## src/shared/tft_timing_pkg.sv

```systemverilog
// constants and carrier types shared by the tft panel timing core
package tft_timing_pkg;

  // ----------------------------------------------------------------
  // sizes
  // ----------------------------------------------------------------
  localparam int CNT_W = 11;
  localparam int NREG  = 14;
  localparam int IDX_W = 4;

  // ----------------------------------------------------------------
  // register offsets
  // ----------------------------------------------------------------
  localparam logic [7:0] OFS_PIXEL_CLOCK      = 8'h04;
  localparam logic [7:0] OFS_SYSTEM_CONFIG    = 8'h10;
  localparam logic [7:0] OFS_TIMING_STATUS    = 8'h11;
  localparam logic [7:0] OFS_LINE_WIDTH       = 8'h14;
  localparam logic [7:0] OFS_LINE_BLANK_FINE  = 8'h15;
  localparam logic [7:0] OFS_LINE_BLANK       = 8'h16;
  localparam logic [7:0] OFS_LINE_SYNC_START  = 8'h17;
  localparam logic [7:0] OFS_LINE_SYNC_WIDTH  = 8'h18;
  localparam logic [7:0] OFS_HEIGHT_LOW       = 8'h19;
  localparam logic [7:0] OFS_HEIGHT_HIGH      = 8'h1A;
  localparam logic [7:0] OFS_FRAME_BLANK_LOW  = 8'h1B;
  localparam logic [7:0] OFS_FRAME_BLANK_HIGH = 8'h1C;
  localparam logic [7:0] OFS_FRAME_SYNC_LOW   = 8'h1D;
  localparam logic [7:0] OFS_FRAME_SYNC_HIGH  = 8'h1E;
  localparam logic [7:0] OFS_FRAME_SYNC_WIDTH = 8'h1F;

  // ----------------------------------------------------------------
  // storage index of each writable register
  // ----------------------------------------------------------------
  localparam int IDX_PCLK  = 0;
  localparam int IDX_SYS   = 1;
  localparam int IDX_HW    = 2;
  localparam int IDX_HFINE = 3;
  localparam int IDX_HBLK  = 4;
  localparam int IDX_HSTA  = 5;
  localparam int IDX_HSW   = 6;
  localparam int IDX_VH0   = 7;
  localparam int IDX_VH1   = 8;
  localparam int IDX_VB0   = 9;
  localparam int IDX_VB1   = 10;
  localparam int IDX_VS0   = 11;
  localparam int IDX_VS1   = 12;
  localparam int IDX_VSW   = 13;

  // ----------------------------------------------------------------
  // writable bit masks, reset value
  // ----------------------------------------------------------------
  localparam logic [7:0] MASK_PCLK  = 8'h83;
  localparam logic [7:0] MASK_SYS   = 8'h0F;
  localparam logic [7:0] MASK_HW    = 8'h7F;
  localparam logic [7:0] MASK_HFINE = 8'h8F;
  localparam logic [7:0] MASK_FIVE  = 8'h1F;
  localparam logic [7:0] MASK_HSW   = 8'h9F;
  localparam logic [7:0] MASK_BYTE  = 8'hFF;
  localparam logic [7:0] MASK_BIT8  = 8'h01;
  localparam logic [7:0] RST_CFG    = 8'h00;

  localparam logic [7:0] REG_OFS [NREG] = '{
    OFS_PIXEL_CLOCK, OFS_SYSTEM_CONFIG, OFS_LINE_WIDTH, OFS_LINE_BLANK_FINE,
    OFS_LINE_BLANK, OFS_LINE_SYNC_START, OFS_LINE_SYNC_WIDTH, OFS_HEIGHT_LOW,
    OFS_HEIGHT_HIGH, OFS_FRAME_BLANK_LOW, OFS_FRAME_BLANK_HIGH, OFS_FRAME_SYNC_LOW,
    OFS_FRAME_SYNC_HIGH, OFS_FRAME_SYNC_WIDTH};
  localparam logic [7:0] REG_MASK [NREG] = '{
    MASK_PCLK, MASK_SYS, MASK_HW, MASK_HFINE, MASK_FIVE, MASK_FIVE, MASK_HSW,
    MASK_BYTE, MASK_BIT8, MASK_BYTE, MASK_BIT8, MASK_BYTE, MASK_BIT8, MASK_BYTE};

  // ----------------------------------------------------------------
  // field positions and timing units
  // ----------------------------------------------------------------
  localparam int POL_BIT        = 7;
  localparam int DEPTH_HI_BIT   = 3;
  localparam int BUS_HI_BIT     = 1;
  localparam int UNIT_PIX       = 8;
  localparam logic [CNT_W-1:0] BLANK_EXTRA = 11'h002;

  // ----------------------------------------------------------------
  // carrier types
  // ----------------------------------------------------------------
  typedef struct packed {
    logic [7:0] addr;
    logic [7:0] wdata;
    logic       wr;
    logic       rd;
  } reg_req_s;

  typedef struct packed {
    logic [CNT_W-1:0] active;
    logic [CNT_W-1:0] total;
    logic [CNT_W-1:0] sync_begin;
    logic [CNT_W-1:0] sync_end;
  } axis_cfg_s;

  typedef struct packed {
    logic pclk;
    logic hsync;
    logic vsync;
    logic de;
  } panel_s;

endpackage

```

## src/core/pixel_clock_gen.sv

```systemverilog
// pixel clock divider: pixel tick and pixel clock pin
`timescale 1ns/1ps
`default_nettype none
module pixel_clock_gen (
  // clock and reset
  input  wire logic       mclk,
  input  wire logic       rst,
  // setting
  input  wire logic [1:0] div_code,
  input  wire logic       invert,
  // outputs
  output logic            tick,
  output logic            pclk
);
  import tft_timing_pkg::*;

  logic [2:0] cnt_reg;
  logic [2:0] cnt_next;
  logic       pclk_reg;
  logic       pclk_next;
  logic [2:0] last_val;
  logic [2:0] half;

  // ----------------------------------------------------------------
  // divider
  // ----------------------------------------------------------------
  // >= so a shorter period set mid-count recovers at once
  always_comb begin
    last_val  = 3'((4'h1 << div_code) - 4'h1);
    half      = 3'((4'h1 << div_code) >> 1);
    tick      = (cnt_reg >= last_val);
    cnt_next  = tick ? 3'h0 : 3'(cnt_reg + 3'h1);
    pclk_next = (cnt_next >= half) ^ invert;
  end

  always_ff @(posedge mclk) begin
    if (rst) begin
      cnt_reg  <= 3'h0;
      pclk_reg <= 1'b0;
    end else begin
      cnt_reg  <= cnt_next;
      pclk_reg <= pclk_next;
    end
  end

  assign pclk = pclk_reg;
endmodule
`default_nettype wire

```

## src/core/timing_axis.sv

```systemverilog
// one timing axis: position counter, active window, sync window
`timescale 1ns/1ps
`default_nettype none
module timing_axis (
  // clock and reset
  input  wire logic                                mclk,
  input  wire logic                                rst,
  // advance and setting
  input  wire logic                                step,
  input  wire tft_timing_pkg::axis_cfg_s           cfg,
  // state
  output logic [tft_timing_pkg::CNT_W-1:0]         cnt,
  output logic                                     in_active,
  output logic                                     in_sync,
  output logic                                     last
);
  import tft_timing_pkg::*;

  logic [CNT_W-1:0] cnt_reg;
  logic [CNT_W-1:0] cnt_next;

  // ----------------------------------------------------------------
  // position decode
  // ----------------------------------------------------------------
  // >= so a total shrunk by software still wraps
  always_comb begin
    last      = (cnt_reg >= CNT_W'(cfg.total - 11'h001));
    in_active = (cnt_reg < cfg.active);
    in_sync   = (cnt_reg >= cfg.sync_begin) && (cnt_reg < cfg.sync_end);
    cnt_next  = cnt_reg;
    if (step) begin
      cnt_next = last ? '0 : CNT_W'(cnt_reg + 11'h001);
    end
  end

  always_ff @(posedge mclk) begin
    if (rst) begin
      cnt_reg <= '0;
    end else begin
      cnt_reg <= cnt_next;
    end
  end

  assign cnt = cnt_reg;
endmodule
`default_nettype wire

```

## src/core/tft_panel_timing_config.sv

```systemverilog
// tft panel configuration registers and sync/enable timing generator
//
// What this block does
// - depth 00b is 8 bpp, 1x is 16
// - bus width 00b is 8 bit, 1x 16
// - active width is (field+1) times 8 pixels
// - enable polarity bit 0 high, 1 low
// - line blanking is (coarse+1)*8 + fine + 2
// - line sync starts (field+1)*8 after active
// - line sync polarity bit 0 low, 1 high
// - line sync lasts (field+1)*8 pixels
// - frame height is nine-bit value plus one
// - pixel clock divides by 1,2,4,8, pin parked when undivided; invertible
// - frame blanking is nine-bit value plus one
// - frame sync starts value+1 lines after active
// - frame sync lasts value+1 lines, polarity bit
//
// The implementer's own choice: the plain strobed port.
`timescale 1ns/1ps
`default_nettype none
module tft_panel_timing_config (
  // clock and reset
  input  wire logic                       mclk,
  input  wire logic                       rst,
  // register port
  input  wire tft_timing_pkg::reg_req_s   bus,
  output logic [7:0]                      rdata,
  // panel pins
  output tft_timing_pkg::panel_s          panel,
  // system configuration
  output logic                            pixel_16bpp,
  output logic                            host_bus_16
);
  import tft_timing_pkg::*;

  // ----------------------------------------------------------------
  // declarations
  // ----------------------------------------------------------------
  logic [7:0]       cfg_reg [NREG];
  logic [7:0]       cfg_next [NREG];
  logic [7:0]       rdata_reg;
  logic [7:0]       rdata_next;
  logic             hsync_reg;
  logic             hsync_next;
  logic             vsync_reg;
  logic             vsync_next;
  logic             de_reg;
  logic             de_next;
  logic             hit;
  logic [IDX_W-1:0] idx;
  logic             tick;
  logic             pclk_pin;
  axis_cfg_s        h_cfg;
  axis_cfg_s        v_cfg;
  logic [CNT_W-1:0] h_cnt;
  logic [CNT_W-1:0] v_cnt;
  logic             h_act;
  logic             v_act;
  logic             h_sync;
  logic             v_sync;
  logic             h_last;
  logic             v_last;
  logic [7:0]       status;

  // ----------------------------------------------------------------
  // helpers
  // ----------------------------------------------------------------
  // address to storage index; bit IDX_W is the hit flag
  function automatic logic [IDX_W:0] reg_lookup(input logic [7:0] a);
    logic [IDX_W:0] r;
    r = '0;
    for (int i = 0; i < NREG; i++) begin
      if (a == REG_OFS[i]) begin
        r = {1'b1, IDX_W'(i)};
      end
    end
    return r;
  endfunction

  // field plus one, in 8-pixel units
  function automatic logic [CNT_W-1:0] in_units(input logic [6:0] v);
    return CNT_W'((CNT_W'(v) + 11'h001) * UNIT_PIX);
  endfunction

  // nine-bit line value plus one
  function automatic logic [CNT_W-1:0] in_lines(input logic hi, input logic [7:0] lo);
    return CNT_W'({hi, lo}) + 11'h001;
  endfunction

  assign {hit, idx} = reg_lookup(bus.addr);

  // ----------------------------------------------------------------
  // register file
  // ----------------------------------------------------------------
  // masking at write time keeps reserved bits zero for every read
  always_comb begin
    for (int i = 0; i < NREG; i++) begin
      cfg_next[i] = cfg_reg[i];
    end
    if (bus.wr && hit) begin
      cfg_next[idx] = bus.wdata & REG_MASK[idx];
    end
  end

  always_ff @(posedge mclk) begin
    for (int i = 0; i < NREG; i++) begin
      if (rst) begin
        cfg_reg[i] <= RST_CFG;
      end else begin
        cfg_reg[i] <= cfg_next[i];
      end
    end
  end

  // live position for software polling
  assign status = {4'h0, v_sync, h_sync, !v_act, h_act && v_act};

  // read data stand for one cycle only, zero otherwise
  always_comb begin
    rdata_next = 8'h00;
    if (bus.rd) begin
      if (hit) begin
        rdata_next = cfg_reg[idx];
      end else if (bus.addr == OFS_TIMING_STATUS) begin
        rdata_next = status;
      end else begin
        rdata_next = 8'h00;
      end
    end
  end

  always_ff @(posedge mclk) begin
    if (rst) begin
      rdata_reg <= 8'h00;
    end else begin
      rdata_reg <= rdata_next;
    end
  end

  assign rdata       = rdata_reg;
  assign pixel_16bpp = cfg_reg[IDX_SYS][DEPTH_HI_BIT];
  assign host_bus_16 = cfg_reg[IDX_SYS][BUS_HI_BIT];

  // ----------------------------------------------------------------
  // derived geometry
  // ----------------------------------------------------------------
  // no range checks: oversized settings just give a long frame
  always_comb begin
    h_cfg.active     = in_units(cfg_reg[IDX_HW][6:0]);
    h_cfg.total      = CNT_W'(h_cfg.active + in_units({2'b00, cfg_reg[IDX_HBLK][4:0]})
                       + CNT_W'(cfg_reg[IDX_HFINE][3:0]) + BLANK_EXTRA);
    h_cfg.sync_begin = CNT_W'(h_cfg.active
                       + in_units({2'b00, cfg_reg[IDX_HSTA][4:0]}));
    h_cfg.sync_end   = CNT_W'(h_cfg.sync_begin
                       + in_units({2'b00, cfg_reg[IDX_HSW][4:0]}));
    v_cfg.active     = in_lines(cfg_reg[IDX_VH1][0], cfg_reg[IDX_VH0]);
    v_cfg.total      = CNT_W'(v_cfg.active
                       + in_lines(cfg_reg[IDX_VB1][0], cfg_reg[IDX_VB0]));
    v_cfg.sync_begin = CNT_W'(v_cfg.active
                       + in_lines(cfg_reg[IDX_VS1][0], cfg_reg[IDX_VS0]));
    v_cfg.sync_end   = CNT_W'(v_cfg.sync_begin
                       + in_lines(1'b0, {1'b0, cfg_reg[IDX_VSW][6:0]}));
  end

  // ----------------------------------------------------------------
  // pixel clock and counters
  // ----------------------------------------------------------------
  pixel_clock_gen u_pclk (
    .mclk     (mclk),
    .rst      (rst),
    .div_code (cfg_reg[IDX_PCLK][1:0]),
    .invert   (cfg_reg[IDX_PCLK][POL_BIT]),
    .tick     (tick),
    .pclk     (pclk_pin)
  );

  timing_axis u_line (
    .mclk      (mclk),
    .rst       (rst),
    .step      (tick),
    .cfg       (h_cfg),
    .cnt       (h_cnt),
    .in_active (h_act),
    .in_sync   (h_sync),
    .last      (h_last)
  );

  // frame axis advances once per finished line
  timing_axis u_frame (
    .mclk      (mclk),
    .rst       (rst),
    .step      (tick && h_last),
    .cfg       (v_cfg),
    .cnt       (v_cnt),
    .in_active (v_act),
    .in_sync   (v_sync),
    .last      (v_last)
  );

  // ----------------------------------------------------------------
  // panel outputs
  // ----------------------------------------------------------------
  // sampled on the pixel tick so pins move with the pixel clock edge
  always_comb begin
    hsync_next = hsync_reg;
    vsync_next = vsync_reg;
    de_next    = de_reg;
    if (tick) begin
      hsync_next = cfg_reg[IDX_HSW][POL_BIT] ? h_sync : !h_sync;
      vsync_next = cfg_reg[IDX_VSW][POL_BIT] ? v_sync : !v_sync;
      de_next    = (h_act && v_act) ^ cfg_reg[IDX_HFINE][POL_BIT];
    end
  end

  // reset values match a zeroed register file: syncs idle high
  always_ff @(posedge mclk) begin
    if (rst) begin
      hsync_reg <= 1'b1;
      vsync_reg <= 1'b1;
      de_reg    <= 1'b0;
    end else begin
      hsync_reg <= hsync_next;
      vsync_reg <= vsync_next;
      de_reg    <= de_next;
    end
  end

  assign panel = '{pclk: pclk_pin, hsync: hsync_reg, vsync: vsync_reg, de: de_reg};
endmodule
`default_nettype wire

```

## config.mk

```make
export PLATFORM = sky130hd
export DESIGN_NAME = tft_panel_timing_config
export DESIGN_NICKNAME = d
export VERILOG_FILES = /design/src/shared/tft_timing_pkg.sv /design/src/core/pixel_clock_gen.sv /design/src/core/timing_axis.sv /design/src/core/tft_panel_timing_config.sv
export SDC_FILE = /design/constraint.sdc
export NUM_CORES = 1
export LEC_CHECK = 0
export BUFFER_PORTS_ARGS = -buffer_cell sky130_fd_sc_hd__buf_4
export CORE_ASPECT_RATIO = 0.7
export CORE_MARGIN = 8
export CORE_UTILIZATION = 60
export CTS_CLUSTER_DIAMETER = 80
export CTS_CLUSTER_SIZE = 28
export DETAILED_ROUTE_END_ITERATION = 6
export GPL_ROUTABILITY_DRIVEN = 1
export HOLD_SLACK_MARGIN = 0.06
export PLACE_DENSITY = 0.79
export SYNTH_ARGS = -nofsm -noshare
export SYNTH_HDL_FRONTEND = slang
export SYNTH_SLANG_ARGS = --single-unit
```

## constraint.sdc

```tcl
create_clock -name mclk -period 5.6 [get_ports mclk]
set_input_delay 0 -clock mclk [delete_from_list [all_inputs] [get_ports mclk]]
set_output_delay 0 -clock mclk [all_outputs]
set_load 0.03 [all_outputs]
```

[After elaboration in Yosys (flattened, before gate mapping)]
Memories as Yosys holds them, arrays and structs flattened.
Cells that the tools add are included.
Word-level totals
  register bits: 37
  bits in writable memories: 112
  memory bits (read-only): 128
  bits of input ports: 20
  output and inout port bits: 14
  logic and storage cells: 133
  memories: 2
Memory list
  (name not given): words 16, bits a word 8, rd ports 1, clocked after Yosys merged registers in 0, wr ports 0, line tft_panel_timing_config.sv:101  | cfg_next[idx] = bus.wdata & REG_MASK[idx];
  cfg_reg: words 14, bits a word 8, rd ports 15, clocked after Yosys merged registers in 0, wr ports 14, line tft_panel_timing_config.sv:39  | logic [7:0] cfg_reg [NREG];
Cells by class
  add/subtract/negate cells: 22
  order comparisons: 12
  equal/unequal tests: 15
  shift operators: 1
  multiplexer cells: 44
  bitwise logic cells: 19
  reduce and logical (&&, ||, !) cells: 10
Operators with widths (count)
  $mux W8: 18
  $bwmux W112: 1
  $eq A8 B5 Y1 const B: 14
  $mux W112: 1
  $mux W5: 14
  $ge A11 B11 Y1: 4
  $add A11 B9 Y11: 3
  $lt A11 B11 Y1: 3
  $demux W8 S4: 1
  $add A9 B1 Y10 const B: 3
  $add A10 B10 Y11: 2
  $add A11 B1 Y11 const B: 2
  $mux W11: 2
  $sub A11 B1 Y11 const B: 2
  $add A5 B1 Y6 const B: 3
  $add A7 B1 Y8 const B: 2
  $or A1 B1 Y1: 14
  $add A11 B2 Y11 const B: 1
  $add A11 B4 Y11: 1
  $add A11 B8 Y11: 1
  $lt A11 B10 Y1: 1
  $and A8 B8 Y8: 1
  $eq A8 B3 Y1 const B: 1
  $ge A3 B3 Y1: 2
  other kinds (14): 26

[Depth between registers and ports, before layout]
  word-level depth: 23
  mapped depth: 22
  gate-level depth less buffers: 22

[Hierarchy]
From an unflattened synthesis, not the netlist that was laid out.
Unflattened totals
  cells, all modules: 1498
  area, all modules: 12301.8 um2
By module, submodules not included
  tft_panel_timing_config: times used 1, cells each 1034, area an instance 8484.4 um2, seq. area each 2462.4 um2
  timing_axis: times used 2, cells each 214, area an instance 1735.4 um2, seq. area each 220.2 um2
  pixel_clock_gen: times used 1, cells each 36, area an instance 346.6 um2, seq. area each 80.1 um2

[Least setup slack after synthesis]
No wires, ideal clock.
  path type: reg2reg
  start point: mem cfg_reg[7][0]
  end point: reg vsync_reg
  data arrival time: 3.931 ns
  setup slack: 1.546 ns
  stages on the path, launching flop included: 19
  path buffers: 0
  clock period less this slack: 4.054 ns
  cells stage by stage: dfxtp_1 ha_1 nand3_1 xnor2_1 ha_1 and3_1 a221o_1 or2_2 xor2_1 ha_1 o21ai_0 a21oi_1 a31oi_1 ha_1 nand4_1 or3_1 o211ai_1 xnor2_1 o21ai_0
RTL lines
  from (decl): line tft_panel_timing_config.sv:39
  to (signal assigned): line tft_panel_timing_config.sv:223  | vsync_reg <= vsync_next;
  to (decl): line tft_panel_timing_config.sv:45  | logic vsync_reg;

==> results.sh <==
export IMPL_status="complete, no violations"
export IMPL_grt_first_pass_wirelength_um=48480
export IMPL_wl_per_cell_um=19.83
export IMPL_cpMostUsedCell="ha_1"
export IMPL_synth_top_cell_area_share=0.2693
export IMPL_start_util=0.6133
export IMPL_clkPwrFrac=0.494
export IMPL_r2r_cells=17
export IMPL_grt_pass1_vias=9031
export IMPL_syn_avg_cell_area_um2=8.519
export IMPL_grt_overflow=0
export IMPL_grt_usage=0.2663
export IMPL_cap_violations=0
export IMPL_synth_fp_nets=1470
export IMPL_synth_area_top_cells="dfxtp_1 27%, ha_1 16%, mux2i_1 7.4%"
export IMPL_irDropWorstVdd_v=0.0001811
export IMPL_dr_pass1_iters=6
export IMPL_worst_slew_pin_slew_ns=0.9363
export IMPL_drt_wl_total_um=30570
export IMPL_internal_power_mw=1.735
export IMPL_die_w_um=178.4
export IMPL_synth_edf_count=0
export IMPL_cts_tree="done"
export IMPL_largest_reg_flops=112
export IMPL_synth_top_flop_cell="dfxtp_1"
export IMPL_postSynthCellCount=1300
export IMPL_cellPowerDensity_mw_per_mm2=197.1
export IMPL_crit_arrival_ns=5.02
export IMPL_dpl_hpwl_um=22650
export IMPL_ctsLongestPathBuffers=2
export IMPL_syn_area_mm2=0.01107
export IMPL_setup_viol=0
export IMPL_period_share=0.8378
export IMPL_fill_cells=1469
export IMPL_cp_top_family="simple AND/OR/NAND/NOR gates"
export IMPL_rr_startpoint="cfg_reg[7][0]"
export IMPL_antenna_found_initial=0
export IMPL_relSlewSlack=0.3732
export IMPL_finalMaxSlewViolations=0
export IMPL_drive_above_1_share=0.08193
export IMPL_cts_setup_buffers=0
export IMPL_max_stage_delay_ns=0.49
export IMPL_fin_cells=1542
export IMPL_grt_max_degree=75
export IMPL_fin_skew_ns=0.009583
export IMPL_hp_class="in2reg"
export IMPL_core_area_mm2=0.01806
export IMPL_fin_util=0.6576
export IMPL_min_delay_start="rst"
export IMPL_hold_path_depth=2
export IMPL_rows=41
export IMPL_drtIter0Drc=1119
export IMPL_fin_nets=1464
export IMPL_antenna_cells=0
export IMPL_io_pins=34
export IMPL_power_frac_seq=0.456
export IMPL_yosys_area_top_type="dfxtp_1"
export IMPL_drt_vias_per_instance=6.263
export IMPL_fmax_ghz=0.2131
export IMPL_cts_htree_levels=4
export IMPL_yosysUniqueCellTypes=74
export IMPL_clock_sinks=149
export IMPL_hold_viol_final=0
export IMPL_yosysWarningCount=0
export IMPL_hold_path_endpoint="u_pclk.pclk"
export IMPL_clock_latency_ns=0.44
export IMPL_drc_errors=0
export IMPL_startpoint_type="flip-flop"
export IMPL_dieArea_mm2=0.02313
export IMPL_worstReg2RegEnd="u_frame.cnt[8]"
export IMPL_rsz0062_at_grt="false"
export IMPL_synth_yosys_seq_area_share=0.2693
export IMPL_slowest_stage="or3_1"
export IMPL_io_buffer_count=33
export IMPL_endpoint_kind="flip-flop"
export IMPL_path_buf_inv=1
export IMPL_path_cells="ha_1, nand3_1, xnor2_1, ha_1, inv_1, o22ai_1, or4_1, a31o_2, a21oi_1, xnor2_1, ha_1, nand2_1, nor3_1, a221oi_2, nand2_2, or3_1, o41ai_1"
export IMPL_async_flop_share=0
export IMPL_rrSetupSlack_ns=0.91
export IMPL_die_h_um=129.7
export IMPL_cts_buffers=17
export IMPL_timing_setup_tns_ns=0
export IMPL_cp_required_ns=5.93
export IMPL_via_count=9658
export IMPL_path_clk_slew_ns=0.07
export IMPL_power_frac_comb=0.050
export IMPL_switching_power_mw=0.6049
export IMPL_crit_type="reg2reg"
export IMPL_place_congestion=0.9304
export IMPL_dp_cells=1508
export IMPL_final_antenna_net_count=0
export IMPL_cts_root_buf="clkbuf_16"
export IMPL_period_minus_slack_ns=4.692
export IMPL_p_leak_nw=5.451
export IMPL_syn_to_final_growth_pct=7.230
export IMPL_sw_frac_of_total=0.2585
export IMPL_ys_ff_latch=149
export IMPL_crit_fanout=9
[metal layers]
metal	GRT usage	routed length (µm)
met5	0	0
met4	0.07998	582
met3	0.06684	3352
met2	0.3723	12410
met1	0.3920	14230
[stage by stage]
stage          instance area [µm²]  worst slack (ns)  hold WS, ns  power [mW]
2_1_floorplan                11070             1.546       0.1439       1.174
3_3_place_gp                 11260             1.180       0.2373       1.202
3_5_place_dp                 11260            0.9857       0.2414       1.204
4_1_cts                      11880            0.9918      0.09721       2.338
5_1_grt                      11880            0.5294       0.1316       2.391
6_report                     11880            0.9081      0.08082       2.340
[placed cells by master, fill, tap and decap left out, drive strengths merged, types with 9 or more instances in the layout]
| master | synthesis | routed |
|---|---|---|
| dfxtp | 149 | 149 |
| nor3 | 13 | 13 |
| a21oi | 84 | 84 |
| a21o | 17 | 17 |
| o21a | 14 | 14 |
| nand2 | 68 | 68 |
| clkbuf | 19 | 17 |
| and3 | 15 | 15 |
| nand3b | 30 | 30 |
| mux2i | 82 | 82 |
| o21ai | 88 | 88 |
| xor2 | 33 | 33 |
| mux2 | 13 | 13 |
| or3 | 12 | 12 |
| xnor2 | 38 | 38 |
| inv | 75 | 83 |
| nor2 | 160 | 160 |
| ha | 144 | 144 |
| buf | 44 | 35 |
| a31oi | 9 | 9 |
| nor2b | 18 | 18 |
| nand2b | 16 | 16 |
| nand3 | 42 | 42 |
[cells in the mapped netlist (11+ instances only)]
cell type  number
a21o_1         17
a21oi_1        84
and3_1         15
buf_2          22
buf_4          15
clkbuf_1       17
dfxtp_1       149
ha_1          144
inv_1          74
mux2_2         13
mux2i_1        82
nand2_1        66
nand2b_1       16
nand3_1        42
nand3b_1       30
nor2_1        159
nor2b_1        17
nor3_1         13
o21a_1         14
o21ai_0        85
or3_1          11
xnor2_1        37
xor2_1         33
[cell type report]
cell class | instances | area (µm²) | share of cell area
multi-input combinational | 1013 | 7435 | 0.6261
clock buffer | 17 | 425.4 | 0.03582
timing repair buffer | 38 | 292.8 | 0.02466
clock inverter | 14 | 162.7 | 0.01370
sequential | 149 | 2983 | 0.2512
tap | 236 | 295.3 | 0.02487
inverter | 75 | 281.5 | 0.02371
[power groups by stage]
stage / Sequential (mW) / Combinational, mW / Clock, mW
after floorplan: 1.09 / 0.0837 / 0
after global placement: 1.09 / 0.110 / 0
after detailed placement: 1.09 / 0.112 / 0
after CTS: 1.07 / 0.114 / 1.16
after global routing: 1.07 / 0.125 / 1.20
final: 1.07 / 0.117 / 1.16
[timing repair]
item,CTS,global route
hold endpoints to repair,16,0
hold buffers,3,0
gates resized for setup,0,0
[cell families (layout without fill, tap and decap cells)]
| family | after synthesis | in the layout | synth area share |
|---|---|---|---|
| buf+inv | 138 | 144 | 0.05932 |
| compound gates | 283 | 283 | 0.1579 |
| mux | 102 | 102 | 0.1016 |
| simple gates | 407 | 407 | 0.1814 |
| flops | 149 | 149 | 0.2693 |
| xor+xnor | 71 | 71 | 0.05683 |
| fa+ha+maj | 150 | 150 | 0.1735 |
[how the worst max path moves through the flow]
stage,cells after the start,endpoint,startpoint
2_1_floorplan,18,vsync_reg,cfg_reg[7][0]
3_3_place_gp,16,u_frame.cnt[6],cfg_reg[7][0]
3_5_place_dp,17,u_frame.cnt[6],cfg_reg[7][0]
4_1_cts,17,u_frame.cnt[8],cfg_reg[7][0]
5_1_grt,17,u_frame.cnt[6],cfg_reg[7][0]
6_report,17,u_frame.cnt[8],cfg_reg[7][0]
(Power assumes the default switching activity.)
